===== src/rtl/ubf_pkg.sv =====
package ubf_pkg;

  // Register address and grant count widths
  localparam int ADDR_W = 4;
  localparam int GRANT_W = 16;

  // Register word addresses
  localparam logic [ADDR_W-1:0] REG_CTRL = 4'h0;
  localparam logic [ADDR_W-1:0] REG_CWK = 4'h1;
  localparam logic [ADDR_W-1:0] REG_PARITY = 4'h2;
  localparam logic [ADDR_W-1:0] REG_GUARD = 4'h3;
  localparam logic [ADDR_W-1:0] REG_STATUS = 4'h4;

  // Control fields
  localparam int CTRL_FEC_BIT = 0;
  localparam int CTRL_SHORT_BIT = 1;
  localparam int CTRL_ABORT_BIT = 2;

  // Status fields
  localparam int STAT_BUSY_BIT = 0;
  localparam int STAT_OVERRUN_BIT = 1;
  localparam int STAT_COUNT_LSB = 16;

  // Smallest information field of any codeword
  localparam logic [7:0] MIN_INFO = 8'h10;

  // Reset values
  localparam logic CTRL_FEC_RST = 1'b1;
  localparam logic CTRL_SHORT_RST = 1'b0;
  localparam logic [7:0] CWK_RST = 8'h10;
  localparam logic [7:0] PARITY_RST = 8'h04;
  localparam logic [7:0] GUARD_RST = 8'h02;

  // What an output byte is
  typedef enum logic [1:0] {
    KIND_DATA,
    KIND_ZERO,
    KIND_PARITY,
    KIND_RAW
  } ubf_kind_t;

  // Burst byte from the MAC side
  typedef struct packed {
    logic [7:0] data;
    logic last;
  } ubf_pkt_t;

  // Byte handed to the scrambler
  typedef struct packed {
    logic [7:0] data;
    ubf_kind_t kind;
    logic cw_first;
    logic cw_last;
  } ubf_out_t;

endpackage


===== src/rtl/ubf_framer.sv =====
// Functional notes
// - Every FEC codeword carries sixteen or more bytes
// - Contention and scheduled grants framed alike
// - Fixed mode zero-pads last data codeword
// - Fixed mode adds zero codewords while they fit
// - Shortened mode uses full codewords for data
// - Shortened final codeword never below sixteen bytes
// - Shortened mode adds full zero codewords while they fit
// - Then one shortened zero codeword if it fits
// - Under sixteen bytes left: no shortened codeword
// - Fixed stage order, framer feeds the scrambler
`timescale 1ns/100ps
module ubf_framer import ubf_pkg::*; (
  input wire logic i_clk,
  input wire logic i_nrst,
  input wire logic [ADDR_W-1:0] i_addr,
  input wire logic [31:0] i_wdata,
  input wire logic i_wr,
  input wire logic i_rd,
  output logic [31:0] o_rdata,
  input wire logic i_grant_valid,
  input wire logic [GRANT_W-1:0] i_grant_bytes,
  output logic o_grant_ready,
  input wire logic i_pkt_valid,
  input wire ubf_pkt_t i_pkt,
  output logic o_pkt_ready,
  output logic o_out_valid,
  output ubf_out_t o_out,
  input wire logic i_out_ready,
  output logic o_burst_done
);

  typedef enum logic [2:0] {
    ST_IDLE,
    ST_NEXT,
    ST_DATA,
    ST_ZPAD,
    ST_PARITY,
    ST_DRAIN,
    ST_DONE
  } ubf_state_t;

  ubf_state_t st_q;
  logic fec_q;
  logic short_q;
  logic [7:0] cwk_q;
  logic [7:0] par_q;
  logic [7:0] guard_q;
  logic overrun_q;
  logic [15:0] bursts_q;
  logic [31:0] rdata_q;
  logic [GRANT_W-1:0] rem_q;
  logic [7:0] cnt_q;
  logic [7:0] len_q;
  logic data_end_q;
  logic out_valid_q;
  ubf_out_t out_q;

  logic abort;
  logic adv;
  logic emit;
  logic take;
  logic [GRANT_W-1:0] need_full;
  logic [GRANT_W-1:0] need_short;
  logic full_fits;
  logic short_fits;
  logic overrun_set;
  logic [7:0] cnt_inc;
  logic [GRANT_W-1:0] short_len;

  // Write strobes and derived fit tests
  assign abort = i_wr && (i_addr == REG_CTRL) && i_wdata[CTRL_ABORT_BIT];
  assign adv = !out_valid_q || i_out_ready;
  assign take = adv && i_pkt_valid && (st_q == ST_DATA);
  assign emit = take || (adv && (st_q == ST_ZPAD)) || (adv && (st_q == ST_PARITY) && (par_q != 8'h00));
  assign cnt_inc = cnt_q + 8'h01;
  assign need_full = {8'h00, cwk_q} + {8'h00, par_q};
  assign need_short = {8'h00, MIN_INFO} + {8'h00, par_q};
  assign full_fits = rem_q >= need_full;
  assign short_fits = short_q && (rem_q >= need_short);
  assign short_len = rem_q - {8'h00, par_q};
  assign overrun_set = (st_q == ST_NEXT) && !data_end_q && !full_fits && !short_fits;

  // Handshakes toward the MAC and grant scheduler
  assign o_pkt_ready = (adv && (st_q == ST_DATA)) || (st_q == ST_DRAIN);
  assign o_grant_ready = (st_q == ST_IDLE);
  assign o_burst_done = (st_q == ST_DONE);
  assign o_out_valid = out_valid_q;
  assign o_out = out_q;
  assign o_rdata = rdata_q;

  // Configuration registers; a short k is raised to the floor
  always_ff @(posedge i_clk or negedge i_nrst) begin
    if (!i_nrst) begin
      fec_q <= CTRL_FEC_RST;
      short_q <= CTRL_SHORT_RST;
      cwk_q <= CWK_RST;
      par_q <= PARITY_RST;
      guard_q <= GUARD_RST;
    end else if (i_wr) begin
      case (i_addr)
        REG_CTRL: begin
          fec_q <= i_wdata[CTRL_FEC_BIT];
          short_q <= i_wdata[CTRL_SHORT_BIT];
        end
        REG_CWK: begin
          cwk_q <= (i_wdata[7:0] < MIN_INFO) ? MIN_INFO : i_wdata[7:0];
        end
        REG_PARITY: begin
          par_q <= i_wdata[7:0];
        end
        REG_GUARD: begin
          guard_q <= i_wdata[7:0];
        end
        default: begin
        end
      endcase
    end
  end

  // Status: overrun is sticky, write one to clear, a new event wins
  always_ff @(posedge i_clk or negedge i_nrst) begin
    if (!i_nrst) begin
      overrun_q <= 1'b0;
      bursts_q <= 16'h0000;
    end else begin
      if (overrun_set) begin
        overrun_q <= 1'b1;
      end else if (i_wr && (i_addr == REG_STATUS) && i_wdata[STAT_OVERRUN_BIT]) begin
        overrun_q <= 1'b0;
      end
      if (st_q == ST_DONE) begin
        bursts_q <= bursts_q + 16'h0001;
      end
    end
  end

  // Read data stands in the cycle after the strobe only
  always_ff @(posedge i_clk or negedge i_nrst) begin
    if (!i_nrst) begin
      rdata_q <= 32'h0000_0000;
    end else if (i_rd) begin
      case (i_addr)
        REG_CTRL: rdata_q <= {30'h0000_0000, short_q, fec_q};
        REG_CWK: rdata_q <= {24'h00_0000, cwk_q};
        REG_PARITY: rdata_q <= {24'h00_0000, par_q};
        REG_GUARD: rdata_q <= {24'h00_0000, guard_q};
        REG_STATUS: rdata_q <= {bursts_q, 14'h0000, overrun_q, (st_q != ST_IDLE)};
        default: rdata_q <= 32'h0000_0000;
      endcase
    end else begin
      rdata_q <= 32'h0000_0000;
    end
  end

  // Framing sequencer. The grant carries no region type, so contention
  // and scheduled grants go through one path.
  always_ff @(posedge i_clk or negedge i_nrst) begin
    if (!i_nrst) begin
      st_q <= ST_IDLE;
      rem_q <= '0;
      cnt_q <= 8'h00;
      len_q <= 8'h00;
      data_end_q <= 1'b0;
    end else if (abort) begin
      st_q <= ST_IDLE;
      data_end_q <= 1'b0;
    end else begin
      case (st_q)
        ST_IDLE: begin
          if (i_grant_valid) begin
            // Guard time is reserved once, up front
            rem_q <= (i_grant_bytes > {8'h00, guard_q}) ? i_grant_bytes - {8'h00, guard_q} : '0;
            data_end_q <= 1'b0;
            cnt_q <= 8'h00;
            st_q <= fec_q ? ST_NEXT : ST_DATA;
          end
        end
        ST_NEXT: begin
          cnt_q <= 8'h00;
          if (full_fits) begin
            len_q <= cwk_q;
            st_q <= data_end_q ? ST_ZPAD : ST_DATA;
          end else if (short_fits) begin
            len_q <= short_len[7:0];
            st_q <= data_end_q ? ST_ZPAD : ST_DATA;
          end else begin
            // Too little room left: stop, or drop the rest of the packet
            st_q <= data_end_q ? ST_DONE : ST_DRAIN;
          end
        end
        ST_DATA: begin
          if (take) begin
            if (!fec_q) begin
              if (i_pkt.last) begin
                st_q <= ST_DONE;
              end
            end else begin
              cnt_q <= cnt_inc;
              rem_q <= rem_q - 16'h0001;
              if (i_pkt.last) begin
                data_end_q <= 1'b1;
              end
              if (cnt_inc == len_q) begin
                cnt_q <= 8'h00;
                st_q <= ST_PARITY;
              end else if (i_pkt.last && short_q) begin
                // Final block shrinks, never under the floor
                len_q <= (cnt_inc < MIN_INFO) ? MIN_INFO : cnt_inc;
                if (cnt_inc >= MIN_INFO) begin
                  cnt_q <= 8'h00;
                  st_q <= ST_PARITY;
                end
                if (cnt_inc < MIN_INFO) begin
                  st_q <= ST_ZPAD;
                end
              end else if (i_pkt.last) begin
                st_q <= ST_ZPAD;
              end
            end
          end
        end
        ST_ZPAD: begin
          if (adv) begin
            cnt_q <= cnt_inc;
            rem_q <= rem_q - 16'h0001;
            if (cnt_inc == len_q) begin
              cnt_q <= 8'h00;
              st_q <= ST_PARITY;
            end
          end
        end
        ST_PARITY: begin
          if (par_q == 8'h00) begin
            st_q <= ST_NEXT;
          end else if (adv) begin
            cnt_q <= cnt_inc;
            rem_q <= rem_q - 16'h0001;
            if (cnt_inc == par_q) begin
              st_q <= ST_NEXT;
            end
          end
        end
        ST_DRAIN: begin
          if (i_pkt_valid && i_pkt.last) begin
            st_q <= ST_DONE;
          end
        end
        ST_DONE: begin
          st_q <= ST_IDLE;
        end
        default: begin
          st_q <= ST_IDLE;
        end
      endcase
    end
  end

  // Output byte register. Parity bytes are slots, zero-valued, for the
  // Reed-Solomon core ahead of the scrambler to overwrite.
  always_ff @(posedge i_clk or negedge i_nrst) begin
    if (!i_nrst) begin
      out_valid_q <= 1'b0;
      out_q <= '0;
    end else if (abort) begin
      out_valid_q <= 1'b0;
    end else if (emit) begin
      out_valid_q <= 1'b1;
      out_q.data <= (st_q == ST_DATA) ? i_pkt.data : 8'h00;
      out_q.cw_first <= fec_q && (st_q != ST_PARITY) && (cnt_q == 8'h00);
      out_q.cw_last <= (st_q == ST_PARITY) && (cnt_inc == par_q);
      case (st_q)
        ST_DATA: out_q.kind <= fec_q ? KIND_DATA : KIND_RAW;
        ST_ZPAD: out_q.kind <= KIND_ZERO;
        default: out_q.kind <= KIND_PARITY;
      endcase
    end else if (i_out_ready) begin
      out_valid_q <= 1'b0;
    end
  end
endmodule


===== config.mk =====
export PLATFORM = sky130hd
export DESIGN_NAME = ubf_framer
export DESIGN_NICKNAME = d
export VERILOG_FILES = /design/src/rtl/ubf_pkg.sv /design/src/rtl/ubf_framer.sv
export SDC_FILE = /design/constraint.sdc
export NUM_CORES = 1
export LEC_CHECK = 0
export ABC_CLOCK_PERIOD_IN_PS = 3550
export BUFFER_PORTS_ARGS = -buffer_cell sky130_fd_sc_hd__buf_2
export CORE_MARGIN = 1
export CORE_UTILIZATION = 44
export CTS_CLUSTER_DIAMETER = 150
export DETAILED_ROUTE_END_ITERATION = 16
export GPL_TIMING_DRIVEN = 0
export PLACE_DENSITY = 0.74
export REMOVE_ABC_BUFFERS = 1
export SYNTH_ARGS = -nofsm -noshare
export SYNTH_HDL_FRONTEND = slang
export SYNTH_SLANG_ARGS = --single-unit

===== constraint.sdc =====
create_clock -name i_clk -period 3.55 [get_ports i_clk]
set_clock_uncertainty 0.1 [all_clocks]
set_input_delay 0.5325 -clock i_clk [delete_from_list [all_inputs] [get_ports i_clk]]
set_output_delay 0.5325 -clock i_clk [all_outputs]
set_load 0.02 [all_outputs]

==> out/metrics.yaml <==
vias: 6152
worst-endpoint-required_ns: 3.76
p_comb_share_pct: 44.2
syn-instance-count: 801
drive_gt1_share_pct: 22.7
avgViaCountPerCell: 5.49
netlist_top_cells_count: "dfrtp_1 (112), nand2_1 (83), o21ai_0 (67)"
total_leakage_power_uw: 0.00412
ios: 116
gr-total-overflow: 0
ys_seq_area_share_pct: 38.7
rsz0062_at_grt: "yes"
maxCapViolations: 0
cp_top_family: "compound AO/OA/AOI/OAI gates"
power_density_nw_per_um2: 761
synth_seq_cells: 116
cp_cell_sequence: "ha_4 -> fa_2 -> a21oi_2 -> nor2_1 -> nor2_1 -> o21bai_1 -> a21oi_2 -> o21bai_1 -> a21oi_1 -> ha_1 -> and4_1 -> a21o_1 -> a211oi_4 -> buf_4 -> nand2_2 -> a21o_1 -> o211a_4 -> mux2_4"
drc_errors: 0
gp_congestion: 0.914
max_freq_mhz: 260
worst_slack_ns: -0.292
drtIter0Drc: 519
fin_tns_setup_ns: -2.58
cts_root_buf: "clkbuf_16"
core_area_um2: 16600
yosys.area.top_type: "dfrtp_1"
p_sw_share_pct: 42.0
syn-cell-area_um2: 7510
std_cell_rows: 47
violations: "negative setup slack"
ir_drop_v: 0.000454
final_area_um2: 8860
crit_type: "reg -> reg"
tightest_slew_ns: 1.03
portBuffers: 83
hold_path.class: "in -> reg"
end_kind: "register"
clk_path_buf_depth: 2
grt_pass1_wl_um: 29600
cts_max_level: 4
clk_pin_slew_ns: 0.06
drv_slew: 0
clk_latency_ns: 0.43
p_switching_uw: 2830
period_needed_ns: 3.84
nets: 1002
dieHeight_um: 133
yosys.area.top_type_share_pct: 37.3
async_flop_share_pct: 100
p_seq_share_pct: 31.1
antenna_found_initial: 0
die_area_um2: 17600
finalHoldViolCount: 0
synthTopCellsByArea: "dfrtp_1 (37%), ha_1 (7.3%), xnor2_1 (4.9%)"
setup_viol: 11
dpl-instance-area_um2: 8070
syn_to_final_growth_pct: 18.0
post_synth.cell_area_avg_um2: 9.38
yosysMostFrequentCell: "dfrtp_1"
cpMaxStageDelayCell: "dfrtp_1"
start_util_pct: 45.1
cp_max_fo: 8
critPathBufInv: 1
internal_power_uw: 3910
cp.arrival_ns: 4.05
cpPeakStageDelay_ns: 0.42
wl_um: 18200
grt_max_degree: 81
status: "finished with violations"
grt_pass1_vias: 5764
detail_route.first_pass.iterations: 5
yosysWarnings: 0
ant_nets: 0
synthFlopType: "dfrtp_1"
die_w_um: 133
pre_cts_slack_ns: -1.14
numClockSinks: 116
netlist-cell-type-count: 71
post_drt_wl_per_cell_um: 16.2
cts_tree: "done"
max_slew_margin_pct: 31.1
hold_ws_ns: 0.228
post-route-util_pct: 53.3
diodes: 0
dpl.hpwl_um: 13100
cts_buffers: 17
p_clk_share_pct: 24.7
startpoint_type: "register"
track_usage_pct: 21.6
synth_edf_count: 0
period_share_pct: 108
[flip-flops by register name, indices dropped and copies added, names as in the netlist]
name	cells
overrun_q	1
o_out	12
o_rdata	24
st_q	3
par_q	8
rem_q	16
cwk_q	8
bursts_q	16
short_q	1
cnt_q	8
len_q	8
guard_q	8
fec_q	1
data_end_q	1
o_out_valid	1
[final timing paths]
kind / start / endpoint / slack (ns) / cells after the start
max reg2reg: cwk_q[0] / len_q[2] / -0.29 / 18
max in group asynchronous: i_nrst / fec_q / 2.14 / 3
min in group asynchronous: i_nrst / rem_q[13] / 0.48 / 2
max: cwk_q[0] / len_q[2] / -0.29 / 18
min reg2reg: bursts_q[15] / bursts_q[15] / 0.36 / 1
min: i_grant_valid / data_end_q / 0.23 / 2
[worst reg2reg max path, stage by stage (launching register included)]
cell and delay (ns):
dfrtp_1 0.42, ha_4 0.18, fa_2 0.35, a21oi_2 0.15, nor2_1 0.05, nor2_1 0.12
o21bai_1 0.09, a21oi_2 0.18, o21bai_1 0.08, a21oi_1 0.18, ha_1 0.26, and4_1 0.17
a21o_1 0.18, a211oi_4 0.28, buf_4 0.18, nand2_2 0.04, a21o_1 0.20, o211a_4 0.21
mux2_4 0.31
[cells by family after synthesis]
family / Yosys count / synth area share (%)
and+or+nand+nor: 269 / 18.0
AOI/OAI and AO/OA: 183 / 15.0
DFF: 116 / 38.7
buffers and inverters: 81 / 4.75
xor gates and xnor gates: 65 / 9.29
adders and majority gates: 47 / 8.13
muxes: 39 / 6.05
other: 1 / 0.0499
[metal layers]
layer  global-route usage, %  share of wire (%)  vias up
li1                        -                  -     3018
met1                    29.6                 47     2874
met2                    34.0                 45      230
met3                    4.75                6.7       30
met4                    7.15                1.6        0
met5                       0                  0        -
[cells in the final DEF, fill, tap and decap left out, types with 19 or more instances in the layout]
master | Yosys | final
a21oi_1 | 42 | 38
and3_1 | 23 | 23
buf_2 | 5 | 82
dfrtp_1 | 112 | 109
ha_1 | 44 | 43
inv_1 | 40 | 40
mux2_2 | 30 | 26
nand2_1 | 83 | 81
nand3_1 | 21 | 21
nor2_1 | 54 | 54
nor3_1 | 19 | 19
o21ai_0 | 67 | 66
xnor2_1 | 42 | 42
[final cells by class]
type / instances / area, µm²
Sequential cell: 116 / 2910
Tap cell: 220 / 275
Inverter: 40 / 150
Fill cell: 1467 / 7780
Multi-Input combinational cell: 611 / 4360
Clock inverter: 15 / 148
Timing Repair Buffer: 101 / 591
Clock buffer: 17 / 425
[through the flow]
step	power, µW	instances
floorplan	4110	767
global placement	4820	1070
detailed placement	4900	1072
CTS	6720	1118
global route	7250	1120
finish	6740	1120
[power by group through the flow]
stage	Clock (µW)	Sequential [µW]	Combinational [µW]
3_3_place_gp	0	2100	2720
4_1_cts	1690	2080	2940
3_5_place_dp	0	2110	2790
5_1_grt	1770	2140	3350
6_report	1660	2100	2980
2_1_floorplan	0	2010	2100
[repair_timing]
| action | 4_1_cts | 5_1_grt |
|---|---|---|
| buffers inserted | 13 | 3 |
| endpoints found under the setup margin | 12 | 21 |
| gates resized for setup | 23 | 5 |
| endpoints found under the hold margin | 34 | 0 |
| pin swaps | 20 | 18 |
| hold buffers | 1 | 0 |
| gates cloned | 0 | 0 |
Note: power is estimated with default switching activity, not from simulation.
